--- src/eeprom_pkg.sv ---
// Constants, types and timing shared by the two-wire EEPROM engine.
// Assumes a 125 MHz ref_clk that samples every pin.
// Function
// - Device address 1010, don't cares, read bit.
// - Acknowledge each received byte on ninth clock.
// - Mismatched address: no acknowledge, back to idle.
// - Byte write: device, word address, data, stop.
// - Stop after write starts self-timed, deaf programming.
// - Write cycle timed from stop to program end.
// - Started programming completes despite aux pin low.
// - Page write takes up to eight acknowledged bytes.
// - Write address wraps within low three bits.
// - Address unacknowledged until programming has finished.
// - Aux clock pin low makes array read-only.
// - Low supply detector inhibits all programming.
// - Read starts like write with direction one.
// - Address counter keeps last address plus one.
// - Read address wraps over whole array.
// - Current read: acknowledge, send byte at counter.
// - Sequential read continues while controller acknowledges.
package eeprom_pkg;

  localparam int unsigned ADDR_W = 7;
  localparam int unsigned DEPTH_BYTES = 128;
  localparam int unsigned PAGE_BYTES = 8;
  localparam int unsigned PAGE_IDX_W = 3;
  localparam int unsigned BYTE_BITS = 8;

  localparam logic [3:0] DEV_TYPE_CODE = 4'ha;
  localparam int unsigned DEV_TYPE_MSB = 7;
  localparam int unsigned DEV_TYPE_LSB = 4;
  localparam int unsigned DEV_RW_BIT = 0;

  localparam int unsigned CLK_PERIOD_NS = 8;
  localparam int unsigned WRITE_CYCLE_TIME_NS = 5000;
  localparam int unsigned WRITE_CYCLE_CYCLES = WRITE_CYCLE_TIME_NS / CLK_PERIOD_NS;
  localparam int unsigned TIMER_W = 24;

  localparam int unsigned FIFO_DEPTH = 4;
  localparam int unsigned FIFO_W = ADDR_W + BYTE_BITS;

  localparam logic [3:0] BIT_COUNT_LAST = 4'h8;
  localparam logic [7:0] IDLE_BYTE = 8'hff;

  typedef enum logic [4:0] {
    ST_IDLE   = 5'b00001,
    ST_RX     = 5'b00010,
    ST_RX_ACK = 5'b00100,
    ST_TX     = 5'b01000,
    ST_TX_ACK = 5'b10000
  } state_t;

  typedef enum logic [1:0] {
    KIND_DEV  = 2'h0,
    KIND_WADR = 2'h1,
    KIND_DATA = 2'h2
  } kind_t;

endpackage

--- src/byte_fifo.sv ---
// Small synchronous FIFO with valid/ready on both sides and a flush.
// Assumes one clock and an asynchronous active-low reset.
`timescale 1ns/1ps
module byte_fifo #(
  parameter int unsigned WIDTH = 15,
  parameter int unsigned DEPTH = 4
) (
  input wire logic ref_clk,              // Clock
  input wire logic rst_n,                // Asynchronous reset, active low
  input wire logic flush,                // Empties the FIFO
  input wire logic in_valid,             // Write side offers a word
  output logic in_ready,                 // FIFO has room
  input wire logic [WIDTH-1:0] in_data,  // Word written
  output logic out_valid,                // FIFO holds a word
  input wire logic out_ready,            // Read side takes the word
  output logic [WIDTH-1:0] out_data      // Oldest word
);
  localparam int unsigned PW = $clog2(DEPTH);

  typedef struct packed {
    logic [DEPTH-1:0][WIDTH-1:0] mem;
    logic [PW-1:0] wp;
    logic [PW-1:0] rp;
    logic [PW:0] cnt;
  } fifo_t;

  fifo_t s_q;
  fifo_t s_d;
  logic push;
  logic pop;

  assign in_ready = (s_q.cnt != PW'(0) + (PW+1)'(DEPTH)) && !flush;
  assign out_valid = (s_q.cnt != '0);
  assign out_data = s_q.mem[s_q.rp];
  assign push = in_valid && in_ready;
  assign pop = out_valid && out_ready;

  always_comb begin
    s_d = s_q;
    if (flush) begin
      s_d.wp = '0;
      s_d.rp = '0;
      s_d.cnt = '0;
    end else begin
      if (push) begin
        s_d.mem[s_q.wp] = in_data;
        s_d.wp = (s_q.wp == PW'(DEPTH - 1)) ? '0 : s_q.wp + PW'(1);
      end
      if (pop) begin
        s_d.rp = (s_q.rp == PW'(DEPTH - 1)) ? '0 : s_q.rp + PW'(1);
      end
      s_d.cnt = s_q.cnt + (PW+1)'(push) - (PW+1)'(pop);
    end
  end

  always_ff @(posedge ref_clk or negedge rst_n) begin
    if (!rst_n) begin
      s_q <= '0;
    end else begin
      s_q <= s_d;
    end
  end

endmodule

--- src/eeprom_engine.sv ---
// Two-wire target engine of a 128-byte EEPROM in bidirectional mode.
// Assumes scl, sda, aux clock pin and low-supply flag are asynchronous pins;
// the sda pad is open drain and resolved outside from sda_oe.
`timescale 1ns/1ps
module eeprom_engine
  import eeprom_pkg::*;
#(
  parameter int unsigned WR_CYCLES = WRITE_CYCLE_CYCLES
) (
  input wire logic ref_clk,        // 125 MHz clock
  input wire logic rst_n,          // Asynchronous reset, active low
  input wire logic scl_in,         // Serial clock pin
  input wire logic sda_in,         // Serial data pin level
  output logic sda_out,            // Serial data drive value, always low
  output logic sda_oe,             // High while pulling sda low
  input wire logic aux_clock_pin,  // High enables writes
  input wire logic low_supply,     // High while supply is below threshold
  output logic write_busy          // High during the self-timed write
);

  // ----------------------------------------------------------------
  // State
  // ----------------------------------------------------------------
  typedef struct packed {
    logic [1:0] scl_s;
    logic [1:0] sda_s;
    logic [1:0] aux_s;
    logic [1:0] low_s;
    logic scl_d1;
    logic sda_d1;
    state_t st;
    kind_t kind;
    logic [3:0] cnt;
    logic [7:0] sh;
    logic rw;
    logic mack;
    logic oe;
    logic [ADDR_W-1:0] addr;
    logic [ADDR_W-1:0] pf;
    logic [ADDR_W-PAGE_IDX_W-1:0] page;
    logic [PAGE_BYTES-1:0][7:0] pbuf;
    logic [PAGE_BYTES-1:0] mask;
    logic pend;
    logic wen;
    logic busy;
    logic [TIMER_W-1:0] timer;
    logic [PAGE_IDX_W:0] cidx;
    logic drv;
  } eng_t;

  eng_t s_q;
  eng_t s_d;

  logic [7:0] mem [DEPTH_BYTES];
  logic mem_we;
  logic [ADDR_W-1:0] mem_wa;
  logic [7:0] mem_wd;

  logic fifo_flush;
  logic fifo_in_valid;
  logic fifo_in_ready;
  logic fifo_out_valid;
  logic fifo_pop;
  logic [FIFO_W-1:0] fifo_out;
  logic [FIFO_W-1:0] fifo_in;

  logic scl_rise;
  logic scl_fall;
  logic start_c;
  logic stop_c;

  function automatic logic [ADDR_W-1:0] page_next(input logic [ADDR_W-1:0] a);
    page_next = {a[ADDR_W-1:PAGE_IDX_W], a[PAGE_IDX_W-1:0] + PAGE_IDX_W'(1)};
  endfunction

  function automatic logic [ADDR_W-1:0] array_next(input logic [ADDR_W-1:0] a);
    array_next = a + ADDR_W'(1);
  endfunction

  // ----------------------------------------------------------------
  // Bus conditions from synchronised pins
  // ----------------------------------------------------------------
  // Both lines pass the same flop depth, so a data change just before a clock
  // edge is never seen after it and cannot fake a start or a stop
  assign scl_rise = s_q.scl_s[1] && !s_q.scl_d1;
  assign scl_fall = !s_q.scl_s[1] && s_q.scl_d1;
  assign start_c = s_q.scl_s[1] && s_q.scl_d1 && s_q.sda_d1 && !s_q.sda_s[1];
  assign stop_c = s_q.scl_s[1] && s_q.scl_d1 && !s_q.sda_d1 && s_q.sda_s[1];

  // ----------------------------------------------------------------
  // Read prefetch into the FIFO
  // ----------------------------------------------------------------
  // Keeps the next read bytes ready so the first data bit can be driven
  // a few clocks after the ack clock falls; a start or a new word address
  // flushes it, and nothing is fetched while the array is being written
  assign fifo_in = {s_q.pf, mem[s_q.pf]};
  assign fifo_in_valid = !s_q.busy;

  byte_fifo #(
    .WIDTH(FIFO_W),
    .DEPTH(FIFO_DEPTH)
  ) u_fifo (
    .ref_clk(ref_clk),
    .rst_n(rst_n),
    .flush(fifo_flush),
    .in_valid(fifo_in_valid),
    .in_ready(fifo_in_ready),
    .in_data(fifo_in),
    .out_valid(fifo_out_valid),
    .out_ready(fifo_pop),
    .out_data(fifo_out)
  );

  // ----------------------------------------------------------------
  // Next state
  // ----------------------------------------------------------------
  always_comb begin
    s_d = s_q;
    fifo_flush = 1'b0;
    fifo_pop = 1'b0;
    mem_we = 1'b0;
    mem_wa = '0;
    mem_wd = '0;

    s_d.scl_s = {s_q.scl_s[0], scl_in};
    s_d.sda_s = {s_q.sda_s[0], sda_in};
    s_d.aux_s = {s_q.aux_s[0], aux_clock_pin};
    s_d.low_s = {s_q.low_s[0], low_supply};
    s_d.scl_d1 = s_q.scl_s[1];
    s_d.sda_d1 = s_q.sda_s[1];

    // Prefetch runs ahead of the read pointer while there is room
    if (fifo_in_valid && fifo_in_ready) begin
      s_d.pf = array_next(s_q.pf);
    end

    // Any low seen on the aux pin during a write sequence blocks it
    if (!s_q.aux_s[1]) begin
      s_d.wen = 1'b0;
    end

    if (s_q.busy) begin
      // Self-timed write: bus is ignored, aux pin no longer looked at
      // Only cells received in this frame are written, one per clock;
      // the timer alone decides when polling is answered again
      s_d.st = ST_IDLE;
      s_d.oe = 1'b0;
      if (s_q.cidx < (PAGE_IDX_W+1)'(PAGE_BYTES)) begin
        if (s_q.mask[s_q.cidx[PAGE_IDX_W-1:0]] && !s_q.low_s[1]) begin
          mem_we = 1'b1;
          mem_wa = {s_q.page, s_q.cidx[PAGE_IDX_W-1:0]};
          mem_wd = s_q.pbuf[s_q.cidx[PAGE_IDX_W-1:0]];
        end
        s_d.cidx = s_q.cidx + (PAGE_IDX_W+1)'(1);
      end
      if (s_q.timer == TIMER_W'(1)) begin
        s_d.busy = 1'b0;
        s_d.pend = 1'b0;
        s_d.mask = '0;
      end
      s_d.timer = s_q.timer - TIMER_W'(1);
    end else if (stop_c) begin
      // Programming starts only if data arrived, the aux pin stayed high
      // from start to stop and the supply is good; otherwise drop the page
      s_d.st = ST_IDLE;
      s_d.oe = 1'b0;
      if (s_q.pend && s_q.wen && !s_q.low_s[1]) begin
        s_d.busy = 1'b1;
        s_d.timer = TIMER_W'(WR_CYCLES);
        s_d.cidx = '0;
      end else begin
        s_d.pend = 1'b0;
        s_d.mask = '0;
      end
    end else if (start_c) begin
      // Each start re-arms the write enable from the aux pin and restarts
      // the prefetch at the address counter
      s_d.st = ST_RX;
      s_d.kind = KIND_DEV;
      s_d.cnt = '0;
      s_d.oe = 1'b0;
      s_d.wen = s_q.aux_s[1];
      s_d.pend = 1'b0;
      s_d.mask = '0;
      fifo_flush = 1'b1;
      s_d.pf = s_q.addr;
    end else begin
      case (s_q.st)
        ST_RX: begin
          if (scl_rise) begin
            s_d.sh = {s_q.sh[6:0], s_q.sda_s[1]};
            s_d.cnt = s_q.cnt + 4'h1;
          end else if (scl_fall && s_q.cnt == BIT_COUNT_LAST) begin
            s_d.st = ST_RX_ACK;
            s_d.oe = 1'b1;
            if (s_q.kind == KIND_DEV) begin
              s_d.rw = s_q.sh[DEV_RW_BIT];
              if (s_q.sh[DEV_TYPE_MSB:DEV_TYPE_LSB] != DEV_TYPE_CODE) begin
                s_d.st = ST_IDLE;
                s_d.oe = 1'b0;
              end
            end else if (s_q.kind == KIND_WADR) begin
              s_d.addr = s_q.sh[ADDR_W-1:0];
              s_d.page = s_q.sh[ADDR_W-1:PAGE_IDX_W];
              fifo_flush = 1'b1;
              s_d.pf = s_q.sh[ADDR_W-1:0];
            end else begin
              s_d.pbuf[s_q.addr[PAGE_IDX_W-1:0]] = s_q.sh;
              s_d.mask[s_q.addr[PAGE_IDX_W-1:0]] = 1'b1;
              s_d.pend = 1'b1;
              s_d.addr = page_next(s_q.addr);
            end
          end
        end
        ST_RX_ACK: begin
          // Ack release and the first read bit share this falling edge
          if (scl_fall) begin
            s_d.oe = 1'b0;
            s_d.cnt = '0;
            if (s_q.kind == KIND_DEV && s_q.rw) begin
              s_d.st = ST_TX;
              fifo_pop = fifo_out_valid;
              s_d.sh = fifo_out_valid ? fifo_out[7:0] : IDLE_BYTE;
              s_d.oe = fifo_out_valid ? !fifo_out[7] : 1'b0;
              if (fifo_out_valid) begin
                s_d.addr = array_next(fifo_out[FIFO_W-1:8]);
              end
              s_d.cnt = 4'h1;
            end else begin
              s_d.st = ST_RX;
              s_d.kind = (s_q.kind == KIND_DEV) ? KIND_WADR : KIND_DATA;
            end
          end
        end
        ST_TX: begin
          // Bit 7 already stands; shift out seven more, then free the line
          if (scl_fall) begin
            if (s_q.cnt == BIT_COUNT_LAST) begin
              s_d.oe = 1'b0;
              s_d.st = ST_TX_ACK;
            end else begin
              s_d.sh = {s_q.sh[6:0], 1'b1};
              s_d.oe = !s_q.sh[6];
              s_d.cnt = s_q.cnt + 4'h1;
            end
          end
        end
        ST_TX_ACK: begin
          if (scl_rise) begin
            s_d.mack = !s_q.sda_s[1];
          end else if (scl_fall) begin
            if (s_q.mack) begin
              s_d.st = ST_TX;
              fifo_pop = fifo_out_valid;
              s_d.sh = fifo_out_valid ? fifo_out[7:0] : IDLE_BYTE;
              s_d.oe = fifo_out_valid ? !fifo_out[7] : 1'b0;
              if (fifo_out_valid) begin
                s_d.addr = array_next(fifo_out[FIFO_W-1:8]);
              end
              s_d.cnt = 4'h1;
            end else begin
              s_d.st = ST_IDLE;
            end
          end
        end
        default: begin
          s_d.st = ST_IDLE;
          s_d.oe = 1'b0;
        end
      endcase
    end
  end

  // ----------------------------------------------------------------
  // Registers
  // ----------------------------------------------------------------
  // Pin history resets to the idle-high bus so no false start follows reset
  always_ff @(posedge ref_clk or negedge rst_n) begin
    if (!rst_n) begin
      s_q <= '0;
      s_q.scl_s <= 2'h3;
      s_q.sda_s <= 2'h3;
      s_q.scl_d1 <= 1'b1;
      s_q.sda_d1 <= 1'b1;
      s_q.st <= ST_IDLE;
      s_q.kind <= KIND_DEV;
    end else begin
      s_q <= s_d;
    end
  end

  // Array contents persist; no reset on the cells
  always_ff @(posedge ref_clk) begin
    if (mem_we) begin
      mem[mem_wa] <= mem_wd;
    end
  end

  // Open drain: the pad only ever pulls low
  assign sda_out = s_q.drv;
  assign sda_oe = s_q.oe;
  assign write_busy = s_q.busy;

endmodule

--- config.mk ---
export PLATFORM = sky130hd
export DESIGN_NAME = eeprom_engine
export DESIGN_NICKNAME = d
export VERILOG_FILES = /design/src/eeprom_pkg.sv /design/src/byte_fifo.sv /design/src/eeprom_engine.sv
export SDC_FILE = /design/constraint.sdc
export NUM_CORES = 1
export LEC_CHECK = 0
export BUFFER_PORTS_ARGS = -buffer_cell sky130_fd_sc_hd__buf_2
export CORE_MARGIN = 10
export CORE_UTILIZATION = 59
export CTS_CLUSTER_DIAMETER = 30
export DETAILED_ROUTE_END_ITERATION = 16
export PLACE_DENSITY_LB_ADDON = 0.3
export SETUP_SLACK_MARGIN = 0.02
export SLEW_MARGIN = 5
export SYNTH_ARGS = -nofsm -noshare
export SYNTH_HDL_FRONTEND = slang
export SYNTH_SLANG_ARGS = --single-unit
--- constraint.sdc ---
create_clock -name ref_clk -period 16.3 [get_ports ref_clk]
set_input_delay 2.445 -clock ref_clk [delete_from_list [all_inputs] [get_ports ref_clk]]
set_output_delay 2.445 -clock ref_clk [all_outputs]
set_load 0.01 [all_outputs]
==> flow_metrics.tcl <==
set metrics [dict create \
    core_area_um2 83950 \
    dp.cells 3827 \
    syn_inst 2802 \
    path_cells "buf_4 -> buf_4 -> buf_12 -> mux2i_1 -> a22oi_1 -> a41o_1 -> a2111oi_0 -> o2bb2a_1 -> mux2_2" \
    cp_max_fo 125 \
    post-dp-hpwl_mm 70.29 \
    clkSinkCount 1244 \
    max_freq_ghz 0.1794 \
    critPathRequiredTime_ns 16.97 \
    status "finished, final reports clean" \
    synth_top_area_share_pct 61.27 \
    post-route-period-util_pct 34.20 \
    cts_tree "yes" \
    synth_top_area_cell "edfxtp_1" \
    port_buffers 7 \
    clkPwrFrac_pct 45.6 \
    clk_path_buf_depth 3 \
    p_leak_nw 17.76 \
    register_area_um2 36270 \
    finalCriticalPeriod_ns 5.574 \
    ir_drop_uv 200.6 \
    grt_pass1_vias 29430 \
    fin_area_um2 58790 \
    internal_power_mw 7.009 \
    arrival_ns 6.24 \
    die_area_um2 97130 \
    synth_common_cells "1024 x edfxtp_1, 248 x mux4_2, 213 x dfrtp_1" \
    clkSlewWorstSetupHoldPaths_ns 0.05 \
    hold_violations 0 \
    die_h_um 311.7 \
    area_growth_pct 17.15 \
    critPathTopFamily "buffers and inverters" \
    p_sw_mw 2.874 \
    multiInputGateArea_um2 13250 \
    cap_viol_max_count 0 \
    clk_latency_ns 0.81 \
    grt_max_degree 134 \
    seq_power_share_pct 36.6 \
    synthArstFlopShare_pct 17.68 \
    final.setup.tns_ns 0 \
    hold_class "reg2reg" \
    grt_remaining_overflow 0 \
    synth_edf_count 1024 \
    cp_slowest_cell "a2111oi_0" \
    cts-resized-gates 0 \
    antenna_found_initial 7 \
    die_w_um 311.7 \
    p_sw_share_pct 29.08 \
    crit_path_start_kind "flop" \
    ys.flop_type "edfxtp_1" \
    place.gp.congestion 0.8418 \
    drtIter0Drc 3709 \
    crit_type "reg2reg" \
    critPathBufInv 3 \
    synth_area_um2 50190 \
    synth_area_leaders "edfxtp_1 61%, mux4_2 11%, dfrtp_1 11%" \
    ys_types 83 \
    finalMaxSlewViolations 0 \
    yosysWarnings 0 \
    firstDrtPassIters 6 \
    skew_ns 0.04460 \
    synth.most_common_cell "edfxtp_1" \
    grt.total_usage_pct 26.06 \
    setup_viol 0 \
    cts_setup_buffers 0 \
    crit_path_end_kind "flop" \
    drive_gt1_share_pct 25.90 \
    fillerInstances 4888 \
    vias_per_cell 6.680 \
    fp-row-count 106 \
    numCtsBuffers 212 \
    ant_nets 0 \
    synth_nets 2824 \
    avgSynthCellArea_um2 17.91 \
    place_area_um2 51410 \
    boundaryPins 9 \
    ys_ff_latch 1244 \
    comb_power_share_pct 17.8 \
    stdcell_count 4231 \
    tightest_slew_ns 1.333 \
    h-tree-depth 4 \
    powerDensity_nw_per_um2 168.1 \
    yosysSeqAreaShare_pct 72.26 \
    slew_headroom_pct 9.960 \
    grt_pass1_wl_mm 190.2 \
    wire_per_inst_um 29.81 \
    vias 28260 \
    start_util_pct 59.78 \
    ctsRootBufferMaster "clkbuf_16" \
    nets 2929 \
    cts_hold_buffers 0 \
    rsz0062_at_grt "no" \
    path_common_cell "buf_4" \
    wl_mm 126.1 \
    slowest_delay_ns 0.87 \
    remaining_drc_errors 0 \
]
-- cells in the final DEF (no fill, tap or decap), types with 50 or more instances in the layout --
cell type  netlist  layout
dfrtp_1        213     210
mux4_2         248     248
mux2_2          96      96
o21ai_0         72      72
a22oi_1         67      67
clkbuf_16        0     216
nand2_1        135     135
a21oi_1         50      50
edfxtp_1      1024    1024
mux2i_1        121     121
nor2_1         208     199
-- layer usage --
metal / global-route usage (%) / routed length (um) / up-vias / share of wire, %
li1: - / - / 11540 / -
met1: 33.78 / 45650 / 14440 / 36
met2: 40.63 / 60150 / 1881 / 48
met3: 7.376 / 14250 / 390 / 11
met4: 12.53 / 6010 / 8 / 4.8
met5: 0 / 55 / - / 0.044
-- worst paths after layout --
| path | cells after the start | to | from | slack [ns] |
|---|---|---|---|---|
| setup / recovery | 9 | u_fifo.s_q[43] | fifo_in[8] | 10.73 |
| hold / removal | 0 | s_q[149] | s_d[149] | 0.35 |
| setup reg to reg | 9 | u_fifo.s_q[43] | fifo_in[8] | 10.73 |
| hold reg to reg | 0 | s_q[149] | s_d[149] | 0.35 |
| max in group asynchronous | 2 | fifo_in[8] | rst_n | 12.59 |
| min in group asynchronous | 1 | u_fifo.s_q[46] | rst_n | 1.77 |
-- registers in the layout, indices dropped and copies added (netlist names) --
register    flops
u_fifo.s_q     67
s_q           138
s_d             6
sda_oe          1
write_busy      1
mem          1024
fifo_in         7
-- cell families (layout without fill, tap and decap cells) --
family / Yosys count / in the layout / share of synthesized area, %
AO/OA/AOI/OAI: 353 / 353 / 4.867
XOR/XNOR: 20 / 20 / 0.3490
adder cells (fa/ha/maj): 16 / 16 / 0.4139
buffers and inverters: 181 / 475 / 1.548
flip-flops: 1244 / 1244 / 72.26
multiplexers: 465 / 465 / 15.70
other: 1 / 2 / 0.007472
AND/OR/NAND/NOR: 522 / 522 / 4.859
-- metrics by stage --
stage	worst slack, ns	total power [mW]	hold slack, ns	utilization [%]
5_1_grt	10.38	10.16	0.3619	70.02
3_5_place_dp	10.83	5.376	0.3418	61.23
4_1_cts	10.63	9.886	0.3550	70.02
3_3_place_gp	10.84	5.332	0.3427	61.23
2_1_floorplan	10.87	4.773	0.3312	-
6_report	10.73	9.883	0.3535	70.03
-- power by group through the flow --
stage | Combinational [mW] | Sequential (mW) | Clock [mW]
after floorplan | 1.17 | 3.61 | 0
after global placement | 1.67 | 3.66 | 0
after detailed placement | 1.70 | 3.67 | 0
after CTS | 1.73 | 3.62 | 4.54
after global routing | 1.84 | 3.63 | 4.70
final | 1.76 | 3.62 | 4.51
-- layout make-up --
type | count | area share (%)
Sequential cell | 1244 | 61.70
Clock inverter | 156 | 2.999
Antenna cell | 1 | 0.004256
Tap cell | 1134 | 2.413
Inverter | 20 | 0.1277
Clock buffer | 247 | 9.545
Timing Repair Buffer | 52 | 0.6725
Multi-Input combinational cell | 1377 | 22.54
-- worst reg2reg max path, cell delays in order, from the launching register on --
cell and delay (ns):
dfrtp_4 0.69, buf_4 0.72, buf_4 0.84, buf_12 0.78, mux2i_1 0.43, a22oi_1 0.11
a41o_1 0.29, a2111oi_0 0.87, o2bb2a_1 0.40, mux2_2 0.31
Power figures use the tool's default switching activity.
